[src/fug_pkg.sv]
`default_nettype none
package fug_pkg;
   // Lanes and data widths
   localparam int          LANES         = 1;
   localparam int          CB_W          = 64 * LANES;
   localparam int          CB_PAY_W      = 56 * LANES;
   localparam int          FLOW_W        = 16;
   localparam int          CNT_W         = 16;

   // Default gaps between messages, in user clock cycles
   localparam int unsigned FLOW_GAP_DEF  = 100;
   localparam int unsigned CB_GAP_DEF    = 50;

   // Cycles spent in resume mode before a pause request is sent
   localparam logic [CNT_W-1:0] XON_DWELL_CYC = 16'h0100;

   // Control-block numbering
   localparam logic [3:0]  CB_NUM_LAST   = 4'h8;
   localparam logic [3:0]  CB_NUM_RST    = 4'h0;
   localparam logic [CB_PAY_W-1:0] CB_PAYLOAD = 56'h5a_c3_96_3c_a5_69_0f;

   // Register byte offsets
   localparam logic [3:0]  REG_CTRL      = 4'h0;
   localparam logic [3:0]  REG_STATUS    = 4'h4;
   localparam logic [3:0]  REG_COUNT     = 4'h8;

   // Control register fields and reset values
   localparam int          CTRL_FLOW_EN  = 0;
   localparam int          CTRL_CB_EN    = 1;
   localparam int          CTRL_PAUSE_LO = 8;
   localparam logic        FLOW_EN_RST   = 1'b1;
   localparam logic        CB_EN_RST     = 1'b1;
   localparam logic [7:0]  PAUSE_RST     = 8'h0f;

   // Status register fields
   localparam int          STAT_CHAN_UP  = 0;
   localparam int          STAT_STATE_LO = 1;
   localparam int          STAT_NUM_LO   = 4;

   // Flow-control message state machine
   typedef enum logic [1:0]
   {
      FL_WAIT = 2'b00,
      FL_XON  = 2'b01,
      FL_XOFF = 2'b10
   } fug_flow_state_t;
endpackage : fug_pkg
`default_nettype wire

[src/fug_gap_if.sv]
`timescale 1ns/1ps
`default_nettype none
interface fug_gap_if;
   logic load;
   logic expired;

   modport timer (input load, output expired);
   modport user  (output load, input expired);
endinterface : fug_gap_if
`default_nettype wire

[src/fug_traffic_generator.sv]
// Notes on behaviour
// (RQ1) Enter resume mode only after user data ends
// (RQ2) Flow data appears together with flow valid
// (RQ3) After fixed resume cycles, switch to pause
// (RQ4) State changes wait for link ready; FL_WAIT to FL_XON and the return to FL_WAIT on channel drop do not
// (RQ5) Flow message spacing set by build parameter
// (RQ6) Flow valid held high until ready
// (RQ7) Flow word stable; low byte is pause length
// (RQ8) Flow bit seven is the pause flag
// (RQ9) Flow word: seven zeros, flag, length
// (RQ10) Link raises flow ready on acceptance
// (RQ11) Control valid only after its gap
// (RQ12) Block number counts zero up to eight
// (RQ13) Control block rate set by build parameter
// (RQ14) Control word: four zeros, number, payload
// (RQ15) Control valid only with valid word
// (RQ16) Link raises control ready when it can
// (RQ17) Link reports channel up after initialization
// (RQ18) One shared user clock for all handshakes
// (RQ19) High reset restores machines and counters
// (RQ20) Pause messages flagged; resume messages carry length
// (RQ21) Silent while channel down, restart after up
//
// Chosen here: the Avalon-MM slave port and the address map.
`timescale 1ns/1ps
`default_nettype none
module fug_traffic_generator
   import fug_pkg::*;
#(
   parameter int unsigned flow_msg_gap_param   = FLOW_GAP_DEF,
   parameter int unsigned ctrl_block_gap_param = CB_GAP_DEF
)
(
   input  wire logic              clk_i,
   input  wire logic              rst_i,
   input  wire logic              chan_up_i,
   input  wire logic              tx_busy_i,
   output var  logic              flow_valid_o,
   output var  logic [0:FLOW_W-1] flow_data_o,
   input  wire logic              flow_ready_i,
   output var  logic              cb_valid_o,
   output var  logic [0:CB_W-1]   cb_data_o,
   input  wire logic              cb_ready_i,
   input  wire logic [3:0]        avs_address_i,
   input  wire logic              avs_read_i,
   input  wire logic              avs_write_i,
   input  wire logic [31:0]       avs_writedata_i,
   input  wire logic [3:0]        avs_byteenable_i,
   output var  logic [31:0]       avs_readdata_o,
   output var  logic              avs_waitrequest_o
);
   // Register state
   logic                  flow_en_reg;
   logic                  cb_en_reg;
   logic [7:0]            pause_reg;
   logic                  wait_reg;
   logic [31:0]           rdata_reg;
   logic [CNT_W-1:0]      flow_cnt_reg;
   logic [CNT_W-1:0]      cb_cnt_reg;

   // Flow-control state
   fug_flow_state_t       state_reg;
   fug_flow_state_t       state_next;
   logic [CNT_W-1:0]      dwell_reg;
   logic                  flow_valid_reg;
   logic                  flow_valid_next;
   logic [0:FLOW_W-1]     flow_data_reg;
   logic [0:FLOW_W-1]     flow_data_next;

   // Control-block state
   logic                  cb_run_reg;
   logic                  cb_valid_reg;
   logic                  cb_valid_next;
   logic [3:0]            cb_num_reg;
   logic [3:0]            cb_num_next;
   logic [0:CB_W-1]       cb_data_reg;
   logic [0:CB_W-1]       cb_data_next;

   fug_gap_if flow_gap ();
   fug_gap_if cb_gap ();

   // Gap timers for the two message streams
   fug_gap_timer #(.GAP(flow_msg_gap_param)) u_flow_gap    // RQ5
   (
      .clk_i (clk_i),
      .rst_i (rst_i),
      .gap   (flow_gap.timer)
   );

   fug_gap_timer #(.GAP(ctrl_block_gap_param)) u_cb_gap    // RQ13
   (
      .clk_i (clk_i),
      .rst_i (rst_i),
      .gap   (cb_gap.timer)
   );

   // Bus decode: one wait cycle, then the access completes
   wire bus_req    = avs_read_i | avs_write_i;
   wire bus_done   = bus_req & ~wait_reg;
   wire sel_ctrl   = (avs_address_i == REG_CTRL);
   wire sel_status = (avs_address_i == REG_STATUS);
   wire sel_count  = (avs_address_i == REG_COUNT);
   wire wr_ctrl    = avs_write_i & bus_done & sel_ctrl;

   // Register views
   wire [31:0] ctrl_view   = {16'h0000, pause_reg, 6'h00, cb_en_reg, flow_en_reg};
   wire [31:0] status_view = {24'h000000, cb_num_reg, 1'b0, state_reg, chan_up_i};
   wire [31:0] count_view  = {cb_cnt_reg, flow_cnt_reg};
   wire [31:0] rd_mux      = sel_ctrl   ? ctrl_view :
                             sel_status ? status_view :
                             sel_count  ? count_view : 32'h0000_0000;

   // Bus handshake and read data
   always_ff @(posedge clk_i)
   begin
      if (rst_i)
      begin
         wait_reg  <= 1'b1;
         rdata_reg <= 32'h0000_0000;
      end
      else
      begin
         wait_reg  <= ~(bus_req & wait_reg);
         rdata_reg <= (avs_read_i & wait_reg) ? rd_mux : rdata_reg;
      end
   end

   // Control register writes, byte lanes honoured
   always_ff @(posedge clk_i)
   begin
      if (rst_i)                                               // RQ19
      begin
         flow_en_reg <= FLOW_EN_RST;
         cb_en_reg   <= CB_EN_RST;
         pause_reg   <= PAUSE_RST;
      end
      else if (wr_ctrl)
      begin
         if (avs_byteenable_i[0])
         begin
            flow_en_reg <= avs_writedata_i[CTRL_FLOW_EN];
            cb_en_reg   <= avs_writedata_i[CTRL_CB_EN];
         end
         if (avs_byteenable_i[1])
            pause_reg <= avs_writedata_i[CTRL_PAUSE_LO +: 8];
      end
   end

   // Flow-control handshake and timing terms
   wire fl_hs      = flow_valid_reg & flow_ready_i & chan_up_i; // RQ10 RQ18
   wire dwell_done = (dwell_reg >= XON_DWELL_CYC);
   wire fl_mode    = (state_reg == FL_XON) | (state_reg == FL_XOFF);
   wire fl_enter   = (state_reg == FL_WAIT) & (state_next == FL_XON);
   wire fl_is_xoff = (state_reg == FL_XOFF);

   assign flow_gap.load = fl_enter | fl_hs;
   wire fl_send = chan_up_i & fl_mode & flow_gap.expired & ~flow_valid_reg & ~flow_gap.load;

   // Flow-control next state
   always_comb
   begin
      state_next = state_reg;
      case (state_reg)
         FL_WAIT:
         begin
            if (chan_up_i & flow_en_reg & ~tx_busy_i)          // RQ1
               state_next = FL_XON;
         end
         FL_XON:
         begin
            if (fl_hs & dwell_done)                            // RQ3 RQ4
               state_next = FL_XOFF;
         end
         FL_XOFF:
         begin
            if (fl_hs)                                         // RQ4
               state_next = FL_WAIT;
         end
         default:
            state_next = FL_WAIT;
      endcase
      if (!chan_up_i)                                          // RQ21
         state_next = FL_WAIT;
   end

   // Flow valid holds until ready; word built with the valid
   assign flow_valid_next = ~chan_up_i ? 1'b0 :               // RQ21
                            fl_hs      ? 1'b0 :               // RQ6
                            fl_send    ? 1'b1 : flow_valid_reg;
   assign flow_data_next  = fl_send ? {7'h00, fl_is_xoff, pause_reg} // RQ8 RQ9 RQ20
                                    : flow_data_reg;          // RQ7

   always_ff @(posedge clk_i)
   begin
      if (rst_i)
      begin
         state_reg      <= FL_WAIT;
         flow_valid_reg <= 1'b0;
         flow_data_reg  <= 16'h0000;
      end
      else
      begin
         state_reg      <= state_next;
         flow_valid_reg <= flow_valid_next;                    // RQ2
         flow_data_reg  <= flow_data_next;                     // RQ2
      end
   end

   // Cycles spent in resume mode
   always_ff @(posedge clk_i)
   begin
      if (rst_i || state_reg != FL_XON)
         dwell_reg <= 16'h0000;
      else if (!dwell_done)
         dwell_reg <= dwell_reg + 16'h0001;
   end

   // Control-block handshake and timing terms
   wire cb_active = chan_up_i & cb_en_reg;
   wire cb_hs     = cb_valid_reg & cb_ready_i & cb_active;   // Taken only while up and enabled
   assign cb_gap.load = (cb_active & ~cb_run_reg) | cb_hs;
   wire cb_send   = cb_active & cb_run_reg & cb_gap.expired & ~cb_valid_reg & ~cb_gap.load;

   assign cb_valid_next = ~cb_active ? 1'b0 :                 // RQ21
                          cb_hs      ? 1'b0 :
                          cb_send    ? 1'b1 : cb_valid_reg;   // RQ11
   assign cb_num_next   = ~cb_active ? CB_NUM_RST :
                          ~cb_hs     ? cb_num_reg :
                          (cb_num_reg == CB_NUM_LAST) ? CB_NUM_RST
                                     : cb_num_reg + 4'h1;     // RQ12
   assign cb_data_next  = cb_send ? {4'h0, cb_num_reg, CB_PAYLOAD} // RQ14
                                  : cb_data_reg;              // RQ15

   always_ff @(posedge clk_i)
   begin
      if (rst_i)
      begin
         cb_run_reg   <= 1'b0;
         cb_valid_reg <= 1'b0;
         cb_num_reg   <= CB_NUM_RST;
         cb_data_reg  <= 64'h0000_0000_0000_0000;
      end
      else
      begin
         cb_run_reg   <= cb_active;
         cb_valid_reg <= cb_valid_next;
         cb_num_reg   <= cb_num_next;
         cb_data_reg  <= cb_data_next;
      end
   end

   // Accepted message counters
   always_ff @(posedge clk_i)
   begin
      if (rst_i)
      begin
         flow_cnt_reg <= 16'h0000;
         cb_cnt_reg   <= 16'h0000;
      end
      else
      begin
         flow_cnt_reg <= flow_cnt_reg + {15'h0000, fl_hs};
         cb_cnt_reg   <= cb_cnt_reg + {15'h0000, cb_hs};
      end
   end

   // Outputs straight from flip-flops
   assign flow_valid_o      = flow_valid_reg;
   assign flow_data_o       = flow_data_reg;
   assign cb_valid_o        = cb_valid_reg;
   assign cb_data_o         = cb_data_reg;
   assign avs_readdata_o    = rdata_reg;
   assign avs_waitrequest_o = wait_reg;
endmodule : fug_traffic_generator
`default_nettype wire

[src/fug_gap_timer.sv]
`timescale 1ns/1ps
`default_nettype none
module fug_gap_timer
   import fug_pkg::*;
#(
   parameter int unsigned GAP = 16
)
(
   input  wire logic clk_i,
   input  wire logic rst_i,
   fug_gap_if.timer  gap
);
   localparam logic [CNT_W-1:0] GAP_CYC = CNT_W'(GAP);

   logic [CNT_W-1:0] cnt_reg;
   logic [CNT_W-1:0] cnt_next;

   // Load restarts the gap, then count down and stop at zero
   assign cnt_next    = gap.load ? GAP_CYC :
                        (cnt_reg != '0) ? cnt_reg - 16'h0001 : cnt_reg;
   assign gap.expired = (cnt_reg == '0);

   always_ff @(posedge clk_i)
   begin
      if (rst_i)
         cnt_reg <= GAP_CYC;
      else
         cnt_reg <= cnt_next;
   end
endmodule : fug_gap_timer
`default_nettype wire

[config.mk]
export PLATFORM = sky130hd
export DESIGN_NAME = fug_traffic_generator
export DESIGN_NICKNAME = d
export VERILOG_FILES = /design/src/fug_pkg.sv /design/src/fug_gap_if.sv /design/src/fug_traffic_generator.sv /design/src/fug_gap_timer.sv
export SDC_FILE = /design/constraint.sdc
export NUM_CORES = 1
export LEC_CHECK = 0
export BUFFER_PORTS_ARGS = -buffer_cell sky130_fd_sc_hd__buf_4
export CAP_MARGIN = 10
export CORE_ASPECT_RATIO = 0.5
export CORE_MARGIN = 5
export CORE_UTILIZATION = 45
export DETAILED_ROUTE_END_ITERATION = 7
export GPL_TIMING_DRIVEN = 0
export PLACE_DENSITY = 0.8
export SYNTH_ARGS = -nofsm -noshare
export SYNTH_HDL_FRONTEND = slang
export SYNTH_SLANG_ARGS = --single-unit
[constraint.sdc]
create_clock -name clk_i -period 2.95 [get_ports clk_i]
set_clock_uncertainty 0.15 [all_clocks]
set_input_delay 0.7375 -clock clk_i [delete_from_list [all_inputs] [get_ports clk_i]]
set_output_delay 0.7375 -clock clk_i [all_outputs]
set_load 0.005 [all_outputs]
* Yosys cells after proc, flatten, opt, wreduce, memory -nomap -nowiden *
Cells that the tools add are included.

operators by class
  $add $sub $neg = 6
  magnitude comparators = 1
  equal/unequal tests = 7
  muxes and demuxes = 9
  bitwise operators = 37
  reductions and logical operators = 14

operator list
  operator               count
  $mux 32                3
  $add 16x1->16          2
  $logic_not 16->1       2
  $reduce_bool 16->1     2
  $sub 16x1->16 const B  2
  $and 1x1->1            23
  $add 16x1->16 const B  1
  $ge 16x9->1 const B    1
  $not 1->1              10
  $eq 4x4->1 const B     2
  $mux 2                 4
  $pmux 2 s3             1
  $reduce_or 2->1        3
  $reduce_or 3->1        2
  $add 4x1->4 const B    1
  $eq 2x1->1 const B     2
  $eq 4x3->1 const B     1
  $logic_not 4->1        1
  $mux 4                 1
  $or 1x1->1             4
  $reduce_and 2->1       2
  $eq 2x2->1 const B     1
  $logic_not 2->1        1
  $ne 2x1->1 const B     1
  $logic_or 1x1->1       1

storage, ports and cells
  flip-flop bits (word level) = 173
  input bits = 48
  logic and storage cells = 91

* Longest topological paths before layout *
  word-level depth = 11
  mapped depth = 9
  gate-level depth less buffers = 9

* Hierarchy *
From an unflattened synthesis, not the netlist that was laid out.

second synthesis, totals
  cells, all modules = 769
  area, all modules = 6847.8 um^2

modules (own cells, without submodules)
  module                       instances  cells each  area each (um^2)  seq. area each (um^2)
  fug_traffic_generator        1          578         5159.9            2282.2
  fug_gap_timer at u_cb_gap    1          98          867.1             320.3
  fug_gap_timer at u_flow_gap  1          93          820.8             320.3

* Least setup slack after synthesis *
Ideal clock, no wire load.

  path type = input port to flip-flop
  start = input chan_up_i
  end = register cb_cnt_reg[12]
  library setup time = 0.128 ns
  arrival = 2.273 ns
  setup slack = 0.399 ns
  cell stages on the path = 9
  path buffers = 0
  cell sequence = nand2_1 nor2_1 ha_1 ha_1 nand4_1 nor3_1 nand2_1 xor2_1 nor2_1

on the way
  cells in the longest elaborated chain, start to end = 3

ends and longest elaborated chain
  item                  RTL line                      source
  from (decl)           fug_traffic_generator.sv:36   input wire logic chan_up_i,
  $and 1x1->1           fug_traffic_generator.sv:219  wire cb_active = chan_up_i & cb_en_reg;
  $and 1x1->1           fug_traffic_generator.sv:220  wire cb_hs = cb_valid_reg & cb_ready_i & cb_active;
  via cb_hs             fug_traffic_generator.sv:220
  $add 16x1->16         fug_traffic_generator.sv:263  cb_cnt_reg <= cb_cnt_reg + {15'h0000, cb_hs};
  to (signal assigned)  fug_traffic_generator.sv:263
  to (decl)             fug_traffic_generator.sv:59   logic [CNT_W-1:0] cb_cnt_reg;

The timed path passes the listed nets, and every way through them passes these cells.
A chain may end at the register's enable or synchronous reset.

* Worst setup path after layout *
  start = input chan_up_i
  end = register cb_cnt_reg[15]

The elaborated chain is that of the path after synthesis.

==> flow_metrics.tcl <==
set metrics [dict create \
    ys_ff_latch 146 \
    ys.flop_type "dfxtp_1" \
    ys_async_sr_fraction_pct 0 \
    crit_path_top_delay_cell "nor4_1" \
    path_buf_inv 1 \
    ys_types 54 \
    ant_nets 0 \
    cts_root_buffer "clkbuf_16" \
    grt_pass1_wl_um 26100 \
    fin_ws_ns 0.318 \
    clockBufferDepth 2 \
    postCtsSetupBuffers 0 \
    maxCapViolCount 0 \
    die_width_um 182 \
    synth_area_um2 6690 \
    portBuffers 97 \
    dr.pass1.iters 5 \
    viasPerCell 5.06 \
    p_int_mw 3.22 \
    fmax_ghz 0.380 \
    drt_wl_total_um 15900 \
    vdd_drop_max_uv 348 \
    pwr-share-clk_pct 47.2 \
    hold_viol 0 \
    drc_errors 0 \
    yosysSeqAreaShare_pct 43.7 \
    synth-edff-count 0 \
    rows 31 \
    layout.nets 976 \
    start_util_pct 46.1 \
    drt_iter0_markers 362 \
    area_growth_pct 25.1 \
    finalSetupViolCount 0 \
    coreArea_um2 14500 \
    vias 5688 \
    fin_cells 1125 \
    clk_pin_slew_worst_paths_ns 0.07 \
    antenna_found_initial 0 \
    crit_path_max_incr_delay_ns 0.48 \
    routedWlPerCell_um 14.1 \
    critPathCaptureType "flop" \
    seqPwrFrac_pct 46.7 \
    cts_sinks 146 \
    p_per_area_nw_per_um2 515 \
    dp.cells 1093 \
    cts_hold_buf 0 \
    crit_chain "buf_4 -> nand2_1 -> nor2_2 -> ha_1 -> nand2_1 -> nor4_1 -> nand3_1 -> xor2_1 -> nor2_1" \
    syn_inst 760 \
    rsz0062_at_grt "no" \
    place_ws_ns -0.178 \
    track_usage_pct 17.9 \
    diodes 0 \
    leakage_nw 3.53 \
    grt_max_degree 30 \
    critical_path.top_delay_family "simple AND/OR/NAND/NOR gates" \
    dieArea_um2 17600 \
    required_ns 3.09 \
    drv_slew 0 \
    worst_pin_slew_ns 0.879 \
    swShare_pct 25.3 \
    clock_latency_ns 0.42 \
    synth_area_leaders "dfxtp_1 44%, buf_4 7.4%, nor2_1 6.6%, xor2_1 5.4%, nand3_1 3.7%" \
    ys.warnings.count 0 \
    critPathArrivalTime_ns 2.77 \
    synth_top_area_share_pct 43.7 \
    largest_reg_flops 32 \
    first_global_vias 5596 \
    startpoint_type "primary input" \
    relSlewSlack_pct 41.0 \
    tns_ns 0 \
    critPathKind "primary input to flop" \
    synth_top_cell_by_area "dfxtp_1" \
    numCtsBuffers 17 \
    hold_ws_ns 0.309 \
    globalplace.congestion 0.864 \
    crit_fanout 6 \
    num_io_pins 163 \
    outcome "finished clean" \
    dp_hpwl_um 11500 \
    dpl_cell_area_um2 7810 \
    cp_common_cell "nand2_1" \
    fin_crit_sh_pct 89.2 \
    die_h_um 96.2 \
    htree_levels 4 \
    postSynthAreaPerCell_um2 8.80 \
    cts_tree "yes" \
    comb_power_share_pct 6.0 \
    drive_above_1_share_pct 23.4 \
    fin_crit_ns 2.63 \
    min_path_type "flop to flop" \
    cts_resized 0 \
    p_switching_mw 1.09 \
    grt_overflow_total 0 \
    stdcell_area_um2 8370 \
]
==> final timing paths <==
path | depth (start not counted) | endpoint | slack, ns | startpoint
max | 9 | cb_cnt_reg[15]$_SDFF_PP0_ | 0.32 | chan_up_i
min | 1 | dwell_reg[12]$_SDFFE_PP0P_ | 0.31 | dwell_reg[12]$_SDFFE_PP0P_
max reg2reg | 8 | cb_cnt_reg[15]$_SDFF_PP0_ | 0.33 | cb_en_reg$_SDFFE_PP1P_
min reg2reg | 1 | dwell_reg[12]$_SDFFE_PP0P_ | 0.31 | dwell_reg[12]$_SDFFE_PP0P_
==> worst reg2reg max path, cell delays in order (launching register included) <==
cell	delay, ns
dfxtp_1	0.40
nand2_1	0.24
nor2_2	0.39
ha_1	0.30
nand2_1	0.11
nor4_1	0.48
nand3_1	0.21
xor2_1	0.17
nor2_1	0.05
==> logic make-up (layout without fill, tap and decap cells) <==
| group | Yosys count | in the layout | share of synthesized area (%) |
|---|---|---|---|
| xor gates and xnor gates | 58 | 58 | 7.59 |
| other | 1 | 39 | 0.0561 |
| AOI/OAI and AO/OA | 92 | 92 | 8.70 |
| muxes | 16 | 16 | 2.39 |
| and+or+nand+nor | 324 | 324 | 24.9 |
| DFF | 146 | 146 | 43.7 |
| buffers and inverters | 109 | 238 | 10.0 |
| adders and majority gates | 14 | 14 | 2.62 |
==> routing by layer <==
metal / global-route usage, % / routed length, µm / vias up / part of all wire (%)
li1: - / - / 2828 / -
met1: 21.6 / 6870 / 2680 / 43
met2: 33.0 / 7960 / 159 / 50
met3: 3.44 / 820 / 21 / 5.2
met4: 5.62 / 201 / 0 / 1.3
met5: 0 / 0 / - / 0
==> synthesized netlist by cell type, types with 4 or more instances <==
library cell	count
and3_1	6
or3_1	7
o21ai_1	8
a22oi_1	24
or2_2	4
mux2i_1	16
a21oi_1	33
nand4_1	14
nand2b_1	4
xor2_1	41
nand2_1	44
a22o_1	5
xnor2_1	17
dfxtp_1	146
buf_2	4
buf_4	66
nor2_1	118
nor4_1	12
nor3_1	20
nand3_1	49
nand4b_1	6
nor4_4	4
nor2b_1	10
o21ai_0	8
ha_1	14
and2_1	9
clkbuf_1	19
inv_1	16
==> power by group through the flow <==
stage	combinational [mW]	sequential [mW]	clock, mW
floorplan	0.183	2.05	0
global placement	0.247	2.06	0
global route	0.289	2.02	2.14
finish	0.260	2.01	2.04
CTS	0.255	2.01	2.05
detailed placement	0.252	2.06	0
==> final cells by class <==
cell class / instances / area [µm²]
plain buffers: 92 / 606
clock buffers: 18 / 439
clock inverters: 14 / 120
fillers: 1225 / 6140
inverters: 17 / 63.8
multi-input cells: 543 / 3240
flip-flops and latches: 146 / 2920
well taps: 198 / 248
repair buffers: 97 / 728
==> stage by stage <==
step	utilization (%)	power, mW
2_1_floorplan	-	2.23
3_3_place_gp	53.8	2.30
3_5_place_dp	53.8	2.31
4_1_cts	57.7	4.32
5_1_grt	57.7	4.44
6_report	57.7	4.31
==> layout by cell type (no fill, tap or decap), drive strengths merged, types with 8 or more instances in the layout <==
| cell type | count |
|---|---|
| buf | 170 |
| dfxtp | 146 |
| nor2 | 118 |
| nand3 | 50 |
| nand2 | 44 |
| xor2 | 41 |
| conb | 39 |
| clkbuf | 37 |
| a21oi | 33 |
| a22oi | 24 |
| inv | 23 |
| nor3 | 21 |
| xnor2 | 17 |
| o21ai | 17 |
| mux2i | 16 |
| nor4 | 16 |
| nand4 | 15 |
| ha | 14 |
| nor2b | 10 |
| and2 | 10 |
| clkinv | 8 |
Power figures use the tool's default switching activity.
